$ cat src/rtl/cei_pkg.sv
// Behaviour
// - Rising-edge enable set: each low-to-high result transition sets the interrupt flag.
// - Falling-edge enable set: each high-to-low result transition sets the interrupt flag.
// - Cleared enable blocks its edge direction; both cleared, no edge sets flag.
// - Positive select 00 pin, 01 DAC reference, 10 fixed reference, 11 ground.
// - Negative select 0 routes first negative pin, 1 the second.
// - Control bits 3..1 read zero and ignore writes.
package cei_pkg;
    // ----------------------------------------
    // Register map
    // ----------------------------------------
    localparam logic [31:0] CTRL_ONE_ADDR = 32'h0000_0000;
    localparam logic [31:0] STATUS_ADDR = 32'h0000_0004;
    localparam int RISE_BIT = 7;
    localparam int FALL_BIT = 6;
    localparam int POS_SEL_LO = 4;
    localparam int NEG_SEL_BIT = 0;
    localparam logic [7:0] CTRL_WR_MASK = 8'hF1;
    localparam logic [7:0] CTRL_RESET = 8'h00;
    localparam int STAT_FLAG_BIT = 0;
    localparam int STAT_RESULT_BIT = 1;
    // ----------------------------------------
    // Input routing codes
    // ----------------------------------------
    typedef enum logic [1:0] {
        POS_PIN = 2'h0,
        POS_DAC = 2'h1,
        POS_FIXED = 2'h2,
        POS_GROUND = 2'h3
    } cei_pos_sel_e;
    localparam logic [1:0] HTRANS_NONSEQ = 2'h2;
endpackage : cei_pkg

$ cat src/rtl/cei_edge_detect.sv
`timescale 1ns/1ps
module cei_edge_detect
    import cei_pkg::*;
(
    input wire logic clk,
    input wire logic rst,
    input wire logic level,
    output logic rise,
    output logic fall
);
    logic level_q;

    always_ff @(posedge clk)
    begin
        if (rst)
            level_q <= 1'b0;
        else
            level_q <= level;
    end

    assign rise = level & ~level_q;
    assign fall = ~level & level_q;
endmodule : cei_edge_detect

$ cat src/rtl/cei_comparator_ctrl.sv
`timescale 1ns/1ps
module cei_comparator_ctrl
    import cei_pkg::*;
(
    input wire logic clk,
    input wire logic rst,
    input wire logic hsel,
    input wire logic [31:0] haddr,
    input wire logic [1:0] htrans,
    input wire logic hwrite,
    input wire logic [2:0] hsize,
    input wire logic [31:0] hwdata,
    input wire logic hready,
    output logic [31:0] hrdata,
    output logic hreadyout,
    output logic hresp,
    input wire logic comparatorResult,
    input wire logic irqFlagClear,
    output logic comparatorIrqFlag,
    output logic [1:0] posInputSelect,
    output logic negInputSelect,
    output logic riseEdgeIrqEnable,
    output logic fallEdgeIrqEnable
);
    // ----------------------------------------
    // Bus slave
    // ----------------------------------------
    logic wrPend_q;
    logic [31:0] addr_q;
    logic [7:0] ctrl_q;
    logic riseEv;
    logic fallEv;
    logic setFlag;
    logic flag_q;
    logic result_q;
    logic takeReq;
    logic ctrlWrite;
    logic [7:0] ctrlWrData;
    logic rdCtrl;
    logic rdStatus;
    logic rdPend_q;
    cei_pos_sel_e posRoute;

    assign takeReq = hsel & hready & htrans[1];
    assign hreadyout = 1'b1;
    assign hresp = 1'b0;
    assign rdCtrl = (haddr == CTRL_ONE_ADDR);
    assign rdStatus = (haddr == STATUS_ADDR);
    // Control write lands at the end of its data phase
    assign ctrlWrite = wrPend_q & (addr_q == CTRL_ONE_ADDR);
    assign ctrlWrData = hwdata[7:0] & CTRL_WR_MASK;

    always_ff @(posedge clk)
    begin
        if (rst)
        begin
            wrPend_q <= 1'b0;
            rdPend_q <= 1'b0;
            addr_q <= 32'h0000_0000;
        end
        else
        begin
            wrPend_q <= takeReq & hwrite;
            rdPend_q <= takeReq & ~hwrite;
            if (takeReq)
                addr_q <= haddr;
        end
    end

    // Reserved bits masked on write, so they always read zero
    always_ff @(posedge clk)
    begin
        if (rst)
            ctrl_q <= CTRL_RESET;
        else if (ctrlWrite)
            ctrl_q <= ctrlWrData;
    end

    // Read data registered at the address phase; answer in one data cycle.
    // A read right behind a control write would otherwise return the old
    // value, since that write lands on the very edge that loads hrdata.
    always_ff @(posedge clk)
    begin
        if (rst)
            hrdata <= 32'h0000_0000;
        else if (takeReq && !hwrite)
        begin
            if (rdCtrl && ctrlWrite)
                hrdata <= {24'h00_0000, ctrlWrData};
            else if (rdCtrl)
                hrdata <= {24'h00_0000, ctrl_q & CTRL_WR_MASK};
            else if (rdStatus)
                hrdata <= {30'h0000_0000, result_q, flag_q};
            else
                hrdata <= 32'h0000_0000;
        end
    end

    // ----------------------------------------
    // Edge detection and flag
    // ----------------------------------------
    cei_edge_detect i_cei_edge_detect (
        .clk(clk),
        .rst(rst),
        .level(comparatorResult),
        .rise(riseEv),
        .fall(fallEv)
    );

    assign riseEdgeIrqEnable = ctrl_q[RISE_BIT];
    assign fallEdgeIrqEnable = ctrl_q[FALL_BIT];
    assign setFlag = (riseEv & riseEdgeIrqEnable)
        | (fallEv & fallEdgeIrqEnable);

    // Set wins over a clear in the same cycle so no edge is lost
    always_ff @(posedge clk)
    begin
        if (rst)
            flag_q <= 1'b0;
        else if (setFlag)
            flag_q <= 1'b1;
        else if (irqFlagClear)
            flag_q <= 1'b0;
    end

    always_ff @(posedge clk)
    begin
        if (rst)
            result_q <= 1'b0;
        else
            result_q <= comparatorResult;
    end

    assign comparatorIrqFlag = flag_q;

    // ----------------------------------------
    // Input routing
    // ----------------------------------------
    // Code 00 pin, 01 DAC level, 10 fixed level, 11 ground
    assign posRoute = cei_pos_sel_e'(ctrl_q[POS_SEL_LO +: 2]);
    assign posInputSelect = posRoute;
    assign negInputSelect = ctrl_q[NEG_SEL_BIT];

    // ----------------------------------------
    // Checks
    // ----------------------------------------
    property p_rise;
        @(posedge clk) disable iff (rst)
        (riseEdgeIrqEnable && !$past(comparatorResult) && comparatorResult)
            |=> flag_q;
    endproperty
    a_rise: assert property (p_rise) else $error("rise edge missed");

    property p_fall;
        @(posedge clk) disable iff (rst)
        (fallEdgeIrqEnable && $past(comparatorResult) && !comparatorResult)
            |=> flag_q;
    endproperty
    a_fall: assert property (p_fall) else $error("fall edge missed");

    property p_none;
        @(posedge clk) disable iff (rst)
        (!riseEdgeIrqEnable && !fallEdgeIrqEnable && !flag_q) |=> !flag_q;
    endproperty
    a_none: assert property (p_none) else $error("flag set while disabled");

    property p_pos;
        @(posedge clk) disable iff (rst)
        ctrlWrite |=> posInputSelect == $past(hwdata[5:4]);
    endproperty
    a_pos: assert property (p_pos) else $error("positive select wrong");

    property p_neg;
        @(posedge clk) disable iff (rst)
        (wrPend_q && addr_q == CTRL_ONE_ADDR) |=> negInputSelect == $past(hwdata[0]);
    endproperty
    a_neg: assert property (p_neg) else $error("negative select wrong");

    property p_rsvd;
        @(posedge clk) disable iff (rst)
        ctrl_q[3:1] == 3'h0;
    endproperty
    a_rsvd: assert property (p_rsvd) else $error("reserved bits set");

    property p_reset;
        @(posedge clk)
        rst |=> (ctrl_q == 8'h00 && !flag_q);
    endproperty
    a_reset: assert property (p_reset) else $error("reset not clean");

    property p_hold;
        @(posedge clk) disable iff (rst)
        (flag_q && !irqFlagClear) |=> flag_q;
    endproperty
    a_hold: assert property (p_hold) else $error("flag dropped");

    // ----------------------------------------
    // Checks on flag behaviour
    // ----------------------------------------
    property p_set_wins;
        @(posedge clk) disable iff (rst)
        (setFlag && irqFlagClear) |=> flag_q;
    endproperty
    a_set_wins: assert property (p_set_wins)
        else $error("clear beat a same-cycle edge");

    property p_clear;
        @(posedge clk) disable iff (rst)
        (irqFlagClear && !setFlag) |=> !flag_q;
    endproperty
    a_clear: assert property (p_clear)
        else $error("flag not cleared");

    // Compared against the sampled past, not the detector's own history
    property p_rise_off;
        @(posedge clk) disable iff (rst)
        (!riseEdgeIrqEnable && !$past(comparatorResult) && comparatorResult && !flag_q)
            |=> !flag_q;
    endproperty
    a_rise_off: assert property (p_rise_off)
        else $error("disabled rise set the flag");

    property p_fall_off;
        @(posedge clk) disable iff (rst)
        (!fallEdgeIrqEnable && $past(comparatorResult) && !comparatorResult && !flag_q)
            |=> !flag_q;
    endproperty
    a_fall_off: assert property (p_fall_off)
        else $error("disabled fall set the flag");

    property p_only_edges;
        @(posedge clk) disable iff (rst)
        (!flag_q && !setFlag) |=> !flag_q;
    endproperty
    a_only_edges: assert property (p_only_edges)
        else $error("flag set with no enabled edge");

    property p_enables;
        @(posedge clk) disable iff (rst)
        ctrlWrite |=> (riseEdgeIrqEnable == $past(hwdata[RISE_BIT])
            && fallEdgeIrqEnable == $past(hwdata[FALL_BIT]));
    endproperty
    a_enables: assert property (p_enables)
        else $error("edge enables not written");

    property p_result;
        @(posedge clk) disable iff (rst)
        !rst |=> result_q == $past(comparatorResult);
    endproperty
    a_result: assert property (p_result)
        else $error("status result not tracking");

    // ----------------------------------------
    // Checks on the register bus
    // ----------------------------------------
    // Zero wait and always OKAY; a slower slave would need a new contract
    property p_okay;
        @(posedge clk) disable iff (rst)
        hreadyout && !hresp;
    endproperty
    a_okay: assert property (p_okay)
        else $error("bus answer not ready and okay");

    property p_keep;
        @(posedge clk) disable iff (rst)
        !ctrlWrite |=> $stable(ctrl_q);
    endproperty
    a_keep: assert property (p_keep)
        else $error("control changed without a write");

    property p_read_ctrl;
        @(posedge clk) disable iff (rst)
        (takeReq && !hwrite && rdCtrl && !ctrlWrite) |=> hrdata[7:0] == $past(ctrl_q);
    endproperty
    a_read_ctrl: assert property (p_read_ctrl)
        else $error("control read data wrong");

    property p_rsvd_read;
        @(posedge clk) disable iff (rst)
        (rdPend_q && addr_q == CTRL_ONE_ADDR) |-> hrdata[3:1] == 3'h0;
    endproperty
    a_rsvd_read: assert property (p_rsvd_read)
        else $error("reserved bits read nonzero");

    property p_upper_zero;
        @(posedge clk) disable iff (rst)
        rdPend_q |-> hrdata[31:8] == 24'h00_0000;
    endproperty
    a_upper_zero: assert property (p_upper_zero)
        else $error("upper read bits nonzero");

    property p_status_read;
        @(posedge clk) disable iff (rst)
        (takeReq && !hwrite && rdStatus)
            |=> hrdata[1:0] == {$past(result_q), $past(flag_q)};
    endproperty
    a_status_read: assert property (p_status_read)
        else $error("status read data wrong");

    // Read data must stand through its data phase and beyond
    property p_hold_rdata;
        @(posedge clk) disable iff (rst)
        !(takeReq && !hwrite) |=> $stable(hrdata);
    endproperty
    a_hold_rdata: assert property (p_hold_rdata)
        else $error("read data changed without a read");

    property p_reset_out;
        @(posedge clk)
        rst |=> (!riseEdgeIrqEnable && !fallEdgeIrqEnable
            && posInputSelect == POS_PIN && !negInputSelect);
    endproperty
    a_reset_out: assert property (p_reset_out)
        else $error("outputs not cleared by reset");
endmodule : cei_comparator_ctrl

$ cat config.mk
export PLATFORM = sky130hd
export DESIGN_NAME = cei_comparator_ctrl
export DESIGN_NICKNAME = d
export VERILOG_FILES = /design/src/rtl/cei_pkg.sv /design/src/rtl/cei_edge_detect.sv /design/src/rtl/cei_comparator_ctrl.sv
export SDC_FILE = /design/constraint.sdc
export NUM_CORES = 1
export LEC_CHECK = 0
export ABC_AREA = 1
export CORE_MARGIN = 5
export CORE_UTILIZATION = 30
export DETAILED_ROUTE_END_ITERATION = 16
export DONT_BUFFER_PORTS = 1
export GPL_ROUTABILITY_DRIVEN = 1
export PLACE_DENSITY = 0.54
export SYNTH_ARGS = -nofsm -noshare
export SYNTH_HDL_FRONTEND = slang
export SYNTH_SLANG_ARGS = --single-unit
$ cat constraint.sdc
create_clock -name clk -period 1.1 [get_ports clk]
set_clock_uncertainty 0.15 [all_clocks]
set_input_delay 0 -clock clk [delete_from_list [all_inputs] [get_ports clk]]
set_output_delay 0 -clock clk [all_outputs]
set_load 0.02 [all_outputs]
# Word level (Yosys, flattened, before mapping)
# Cells that the tools add are included.
# word_totals
ff_bits	72
in_bits	76
out_inout_bits	40
elab_cells	29
# op_classes
eq_ne	1
muxes	5
bitwise	11
reduce_logical	6
# op_table
cell	n
$logic_not A32 Y1	2
$eq A32 B3 Y1 const B	1
$mux W8	2
$and A1 B1 Y1	8
$logic_and A1 B1 Y1	2
$mux W1	2
$mux W2	1
$not A1 Y1	2
$reduce_bool A2 Y1	1
$logic_not A1 Y1	1
$or A1 B1 Y1	1

# Logic depth before layout (Yosys ltp)
# depth
word_depth	5
mapped_depth	9
depth_no_buf	9

# By module
# A second synthesis with hierarchy kept.
# unflattened
cells_unflattened	314
hier_area_um2	2240.9
# modules_own_cells
module	instances	cells_each	area_each_um2	seq_area_each_um2
cei_comparator_ctrl	1	308	2202.1	920.9
cei_edge_detect	1	6	38.8	20.0

# Least setup slack after synthesis
# OpenSTA, ideal clock, no wires.
# synth_timing
path_type	register to register
start	reg addr_q[8]
end	reg ctrl_q[7]
setup_time_ns	0.115
arrival_ns	0.996
t_required_ns	0.835
setup_slack_ns	-0.162
path_stages_with_launch	8
path_buffers	0
synth_period_minus_slack_ns	1.262
path_cell_list	dfxtp_1 > nor2_1 > nand2_1 > nor2_2 > nand2_2 > nor2_8 > nand3_1 > and3_1
# synth_between
elab_chain_len	2
# synth_rtl
element	line	source
start: declaration	cei_comparator_ctrl.sv:29	logic [31:0] addr_q;
start signal: assignment	cei_comparator_ctrl.sv:66	addr_q <= haddr;
$logic_not A32 Y1	cei_comparator_ctrl.sv:50	assign ctrlWrite = wrPend_q & (addr_q == CTRL_ONE_ADDR);
$and A1 B1 Y1	cei_comparator_ctrl.sv:50	
end signal: assignment	cei_comparator_ctrl.sv:76	ctrl_q <= ctrlWrData;
end: declaration	cei_comparator_ctrl.sv:30	logic [7:0] ctrl_q;
# Every way passes these cells.
# A chain may end at the register's enable or synchronous reset.

# Worst setup path after layout
# layout_timing
start	reg addr_q[28]
end	reg ctrl_q[7]
# Same word-level chain as after synthesis.

==> PnR_summary.wiki <==
{| class="wikitable"
! Metric !! Value
|-
| DPL Wire Length || 3819 um
|-
| Total length of routed wires || 5711 um
|-
| Wire length on met2 || 2817 um
|-
| Capture point of the critical path || ctrl_q[7]$_SDFFE_PP0P_
|-
| # port buffers || 0
|-
| Combinational group share of total power || 17.3%
|-
| # clock sinks || 46
|-
| Overflow after GRT || 0
|-
| Sequential fraction of design power || 52.9%
|-
| Vias in the first global route || 1,924
|-
| Number of hold violations in the final report || 12
|-
| Family with the most delay on the worst path || simple AND/OR/NAND/NOR gates
|-
| Inst Count DP || 423
|-
| Worst setup EP type || flop
|-
| Endpoint required time on the critical path || 1.19 ns
|-
| Die height || 96.16 um
|-
| Share of total power in the clock network || 29.7%
|-
| Number of antenna-violating nets in the routed design || 0
|-
| Bufs and invs on worst path || 0
|-
| Finish-stage setup viols || 10
|-
| Run status || finished, violations left
|-
| Count of distinct cell types in the synthesized netlist || 23
|-
| Hold path cells || 3
|-
| Startpoint-to-endpoint class of the critical path || reg -> reg
|-
| Cells traversed along the worst timing path || nor2_1, nand2_1, nor2_2, nand2_2, nor2_8, nand2_4, nand2_2, and3_4
|-
| Highest net fanout along the worst path || 6
|-
| Row count || 31
|-
| Count of state elements after synthesis || 46
|-
| Mapped Avg Cell Area || 7.184 sq um
|-
| Max_cap viols || 0
|-
| WP data arrival || 1.54 ns
|-
| Critical Path Source || addr_q[28]$_SDFFE_PP0P_
|-
| Min Clock Period, post-route || 1.450 ns
|-
| Reg2Reg Setup Slack || -0.35 ns
|-
| Part of the Yosys area used for sequential elements || 41.35%
|-
| Number of buffers added by the clock tree synthesis step || 5
|-
| Average wire per standard cell || 12.00 um
|-
| Pin count of the biggest net entering global routing || 63
|-
| Total vias in the final route || 2,009
|-
| Number of antenna violations at the first check in global routing || 0
|-
| Met1 wire length || 2503 um
|-
| Period Utilization, post-route || 131.9%
|-
| Most common cell after layout, fill and taps aside || sky130_fd_sc_hd__inv_1
|-
| Number of fill cells || 783
|-
| Initial DRC Count || 58
|-
| Area growth, synth to finish || 36.07%
|-
| Most used cells in the layout excluding fill and tap cells || 50 x sky130_fd_sc_hd__inv_1, 45 x sky130_fd_sc_hd__dfxtp_1, 36 x sky130_fd_sc_hd__dlygate4sd3_1
|-
| Core region area || 7253 sq um
|-
| Gpl congestion || 0.7654
|-
| CTS clk-pin slew, worst paths || 0.08 ns
|-
| Origin of the critical flop-to-flop path || addr_q[28]$_SDFFE_PP0P_
|-
| Yosys warning total || 0
|-
| Sw Ratio || 27.20%
|-
| Latest clock arrival within the worst-skew pair || 0.29 ns
|-
| Final worst hold slack || -0.03198 ns
|-
| Proportion of layout cells with a drive suffix above 1 || 15.65%
|-
| Number of optimization iterations in the first detailed-route pass || 4
|-
| Post-layout utilization of the core || 41.78%
|-
| Met3 Routed Length || 291 um
|-
| Violations in the final reports || negative hold slack, negative setup slack
|-
| Cell-internal power || 2.416 mW
|-
| Total global-route track usage || 12.25%
|-
| Hold Crit Class || in -> reg
|-
| Synthesized instance count || 310
|-
| CP startpoint kind || flop
|-
| Global-route wire length before repair || 8797 um
|-
| Post-route DRC violation count || 0
|-
| Achievable clock frequency || 689.5 MHz
|-
| Setup repair after global routing missed its margin || true
|-
| Area enclosed by the die boundary || 9247 sq um
|-
| Leakage power || 1.408 nW
|-
| Root Driver || sky130_fd_sc_hd__clkbuf_8
|-
| Width of the chip || 96.16 um
|-
| Highest signal layer in the routed design || met4
|-
| Number of levels in the clock H-tree || 2
|-
| Cell Count, Final, Fillers Out || 476
|-
| Setup slack after layout || -0.3504 ns
|-
| Ports placed on the boundary || 116
|-
| Largest stage delay on the critical path || 0.32 ns
|-
| Slowest stage cell, crit path || sky130_fd_sc_hd__dfxtp_1
|-
| Synth Cell Area || 2227 sq um
|-
| CTS max path bufs || 2
|-
| TritonCTS clock tree || built
|-
| Power density over the cells || 1095 nW/um^2
|-
| Worst setup timing slack at the placement stage || -0.2799 ns
|-
| Total net switching power || 902.6 uW
|-
| Crit. path cell count || 8
|-
| Most common cell type on the critical path || sky130_fd_sc_hd__nand2_2
|-
| Fin nets || 453
|-
| Starting utilization of the core area || 30.71%
|-
| Detail-routed via count per cell || 4.221
|-
| N_diodes || 0
|-
| R2R depth || 8
|-
| Number of pins exceeding their max-slew limit in the final report || 0
|-
| Peak supply drop || 0.4488 mV
|-
| Crit Reg-Reg Endpoint || ctrl_q[7]$_SDFFE_PP0P_
|}
[synth_stat cells]
master / count / share of area, %
sky130_fd_sc_hd__inv_1: 50 / 8.4
sky130_fd_sc_hd__dfxtp_1: 46 / 41
sky130_fd_sc_hd__nor2_1: 36 / 6.1
sky130_fd_sc_hd__a21oi_1: 33 / 7.4
sky130_fd_sc_hd__o21ai_0: 33 / 7.4
sky130_fd_sc_hd__buf_4: 28 / 9.4
sky130_fd_sc_hd__nand2_1: 28 / 4.7
sky130_fd_sc_hd__nand3_1: 15 / 3.4
sky130_fd_sc_hd__buf_2: 7 / 1.6
sky130_fd_sc_hd__nand2_2: 7 / 2.0
sky130_fd_sc_hd__nand4_1: 7 / 2.0
sky130_fd_sc_hd__clkbuf_1: 5 / 0.84
sky130_fd_sc_hd__nor2_2: 4 / 1.1
sky130_fd_sc_hd__conb_1: 2 / 0.34
sky130_fd_sc_hd__and3_1: 1 / 0.28
sky130_fd_sc_hd__nand2_4: 1 / 0.51
sky130_fd_sc_hd__nand4_2: 1 / 0.56
sky130_fd_sc_hd__nor2_4: 1 / 0.51
sky130_fd_sc_hd__nor2_8: 1 / 0.90
sky130_fd_sc_hd__nor3_1: 1 / 0.22
sky130_fd_sc_hd__nor3b_1: 1 / 0.34
sky130_fd_sc_hd__o221ai_1: 1 / 0.39
sky130_fd_sc_hd__or2_0: 1 / 0.28
[stage by stage]
step	power (mW)	cell area (sq um)	TNS (ns)
3_3_place_gp	2.212	2430	-2.589
6_report	3.319	3030	-2.995
3_5_place_dp	2.218	2430	-2.685
4_1_cts	3.353	2930	-5.322
5_1_grt	3.516	3030	-4.018
2_1_floorplan	2.192	2330	-1.325
[kinds of logic (layout without fill, tap and decap cells)]
| kind of cell | after synthesis | in the layout | share of synthesized area (%) |
|---|---|---|---|
| AO/OA/AOI/OAI | 67 | 67 | 15.22 |
| flip-flops | 46 | 46 | 41.35 |
| AND/OR/NAND/NOR | 105 | 105 | 22.81 |
| other | 2 | 28 | 0.3372 |
| buffers and inverters | 90 | 131 | 20.28 |
[sequential cells by signal, summed over array words and instances (netlist names)]
name               flops
result_q               1
addr_q                32
hrdata                 6
ctrl_q                 5
comparatorIrqFlag      1
wrPend_q               1
[metal layers]
metal | global-route usage, % | up-vias
li1 | - | 1055
met4 | 5.332 | 0
met3 | 2.424 | 9
met2 | 20.18 | 54
met5 | 0 | -
met1 | 15.42 | 891
[worst register-to-register path: stages (launching register included)]
cell and delay (ns):
sky130_fd_sc_hd__dfxtp_1 0.32, sky130_fd_sc_hd__nor2_1 0.11, sky130_fd_sc_hd__nand2_1 0.07, sky130_fd_sc_hd__nor2_2 0.13, sky130_fd_sc_hd__nand2_2 0.10, sky130_fd_sc_hd__nor2_8 0.17
sky130_fd_sc_hd__nand2_4 0.10, sky130_fd_sc_hd__nand2_2 0.10, sky130_fd_sc_hd__and3_4 0.18
[repair_timing]
item,in CTS,in global routing
buffers inserted,0,0
gates resized for setup,0,19
hold endpoints to repair,46,8
endpoints found under the setup margin,10,45
hold buffers,42,6
pin swaps,1,17
[final cells by class]
type                    instances  area [sq um]  area share [%]
multi-input cells             200         996.0           32.87
flip-flops and latches         46         922.1           30.43
repair buffers                 74         720.7           23.78
inverters                      50         187.7           6.193
well taps                      99         123.9           4.088
clock buffers                   6         72.57           2.395
clock inverters                 1         7.507          0.2477
[worst min path at each step]
stage,from,to
5_1_grt,hready,wrPend_q$_SDFF_PP0_
6_report,haddr[10],addr_q[10]$_SDFFE_PP0P_
4_1_cts,hready,hrdata[4]$_SDFFE_PP0P_
3_3_place_gp,rst,ctrl_q[0]$_SDFFE_PP0P_
2_1_floorplan,comparatorResult,result_q$_SDFF_PP0_
3_5_place_dp,rst,ctrl_q[4]$_SDFFE_PP0P_
[power groups by stage]
stage | registers, mW | logic (mW) | clock network (mW)
4_1_cts | 1.76 | 0.555 | 1.04
3_3_place_gp | 1.79 | 0.418 | 0
2_1_floorplan | 1.79 | 0.399 | 0
3_5_place_dp | 1.80 | 0.422 | 0
6_report | 1.76 | 0.576 | 0.986
5_1_grt | 1.77 | 0.637 | 1.11
Note: power is estimated with default switching activity, not from simulation.
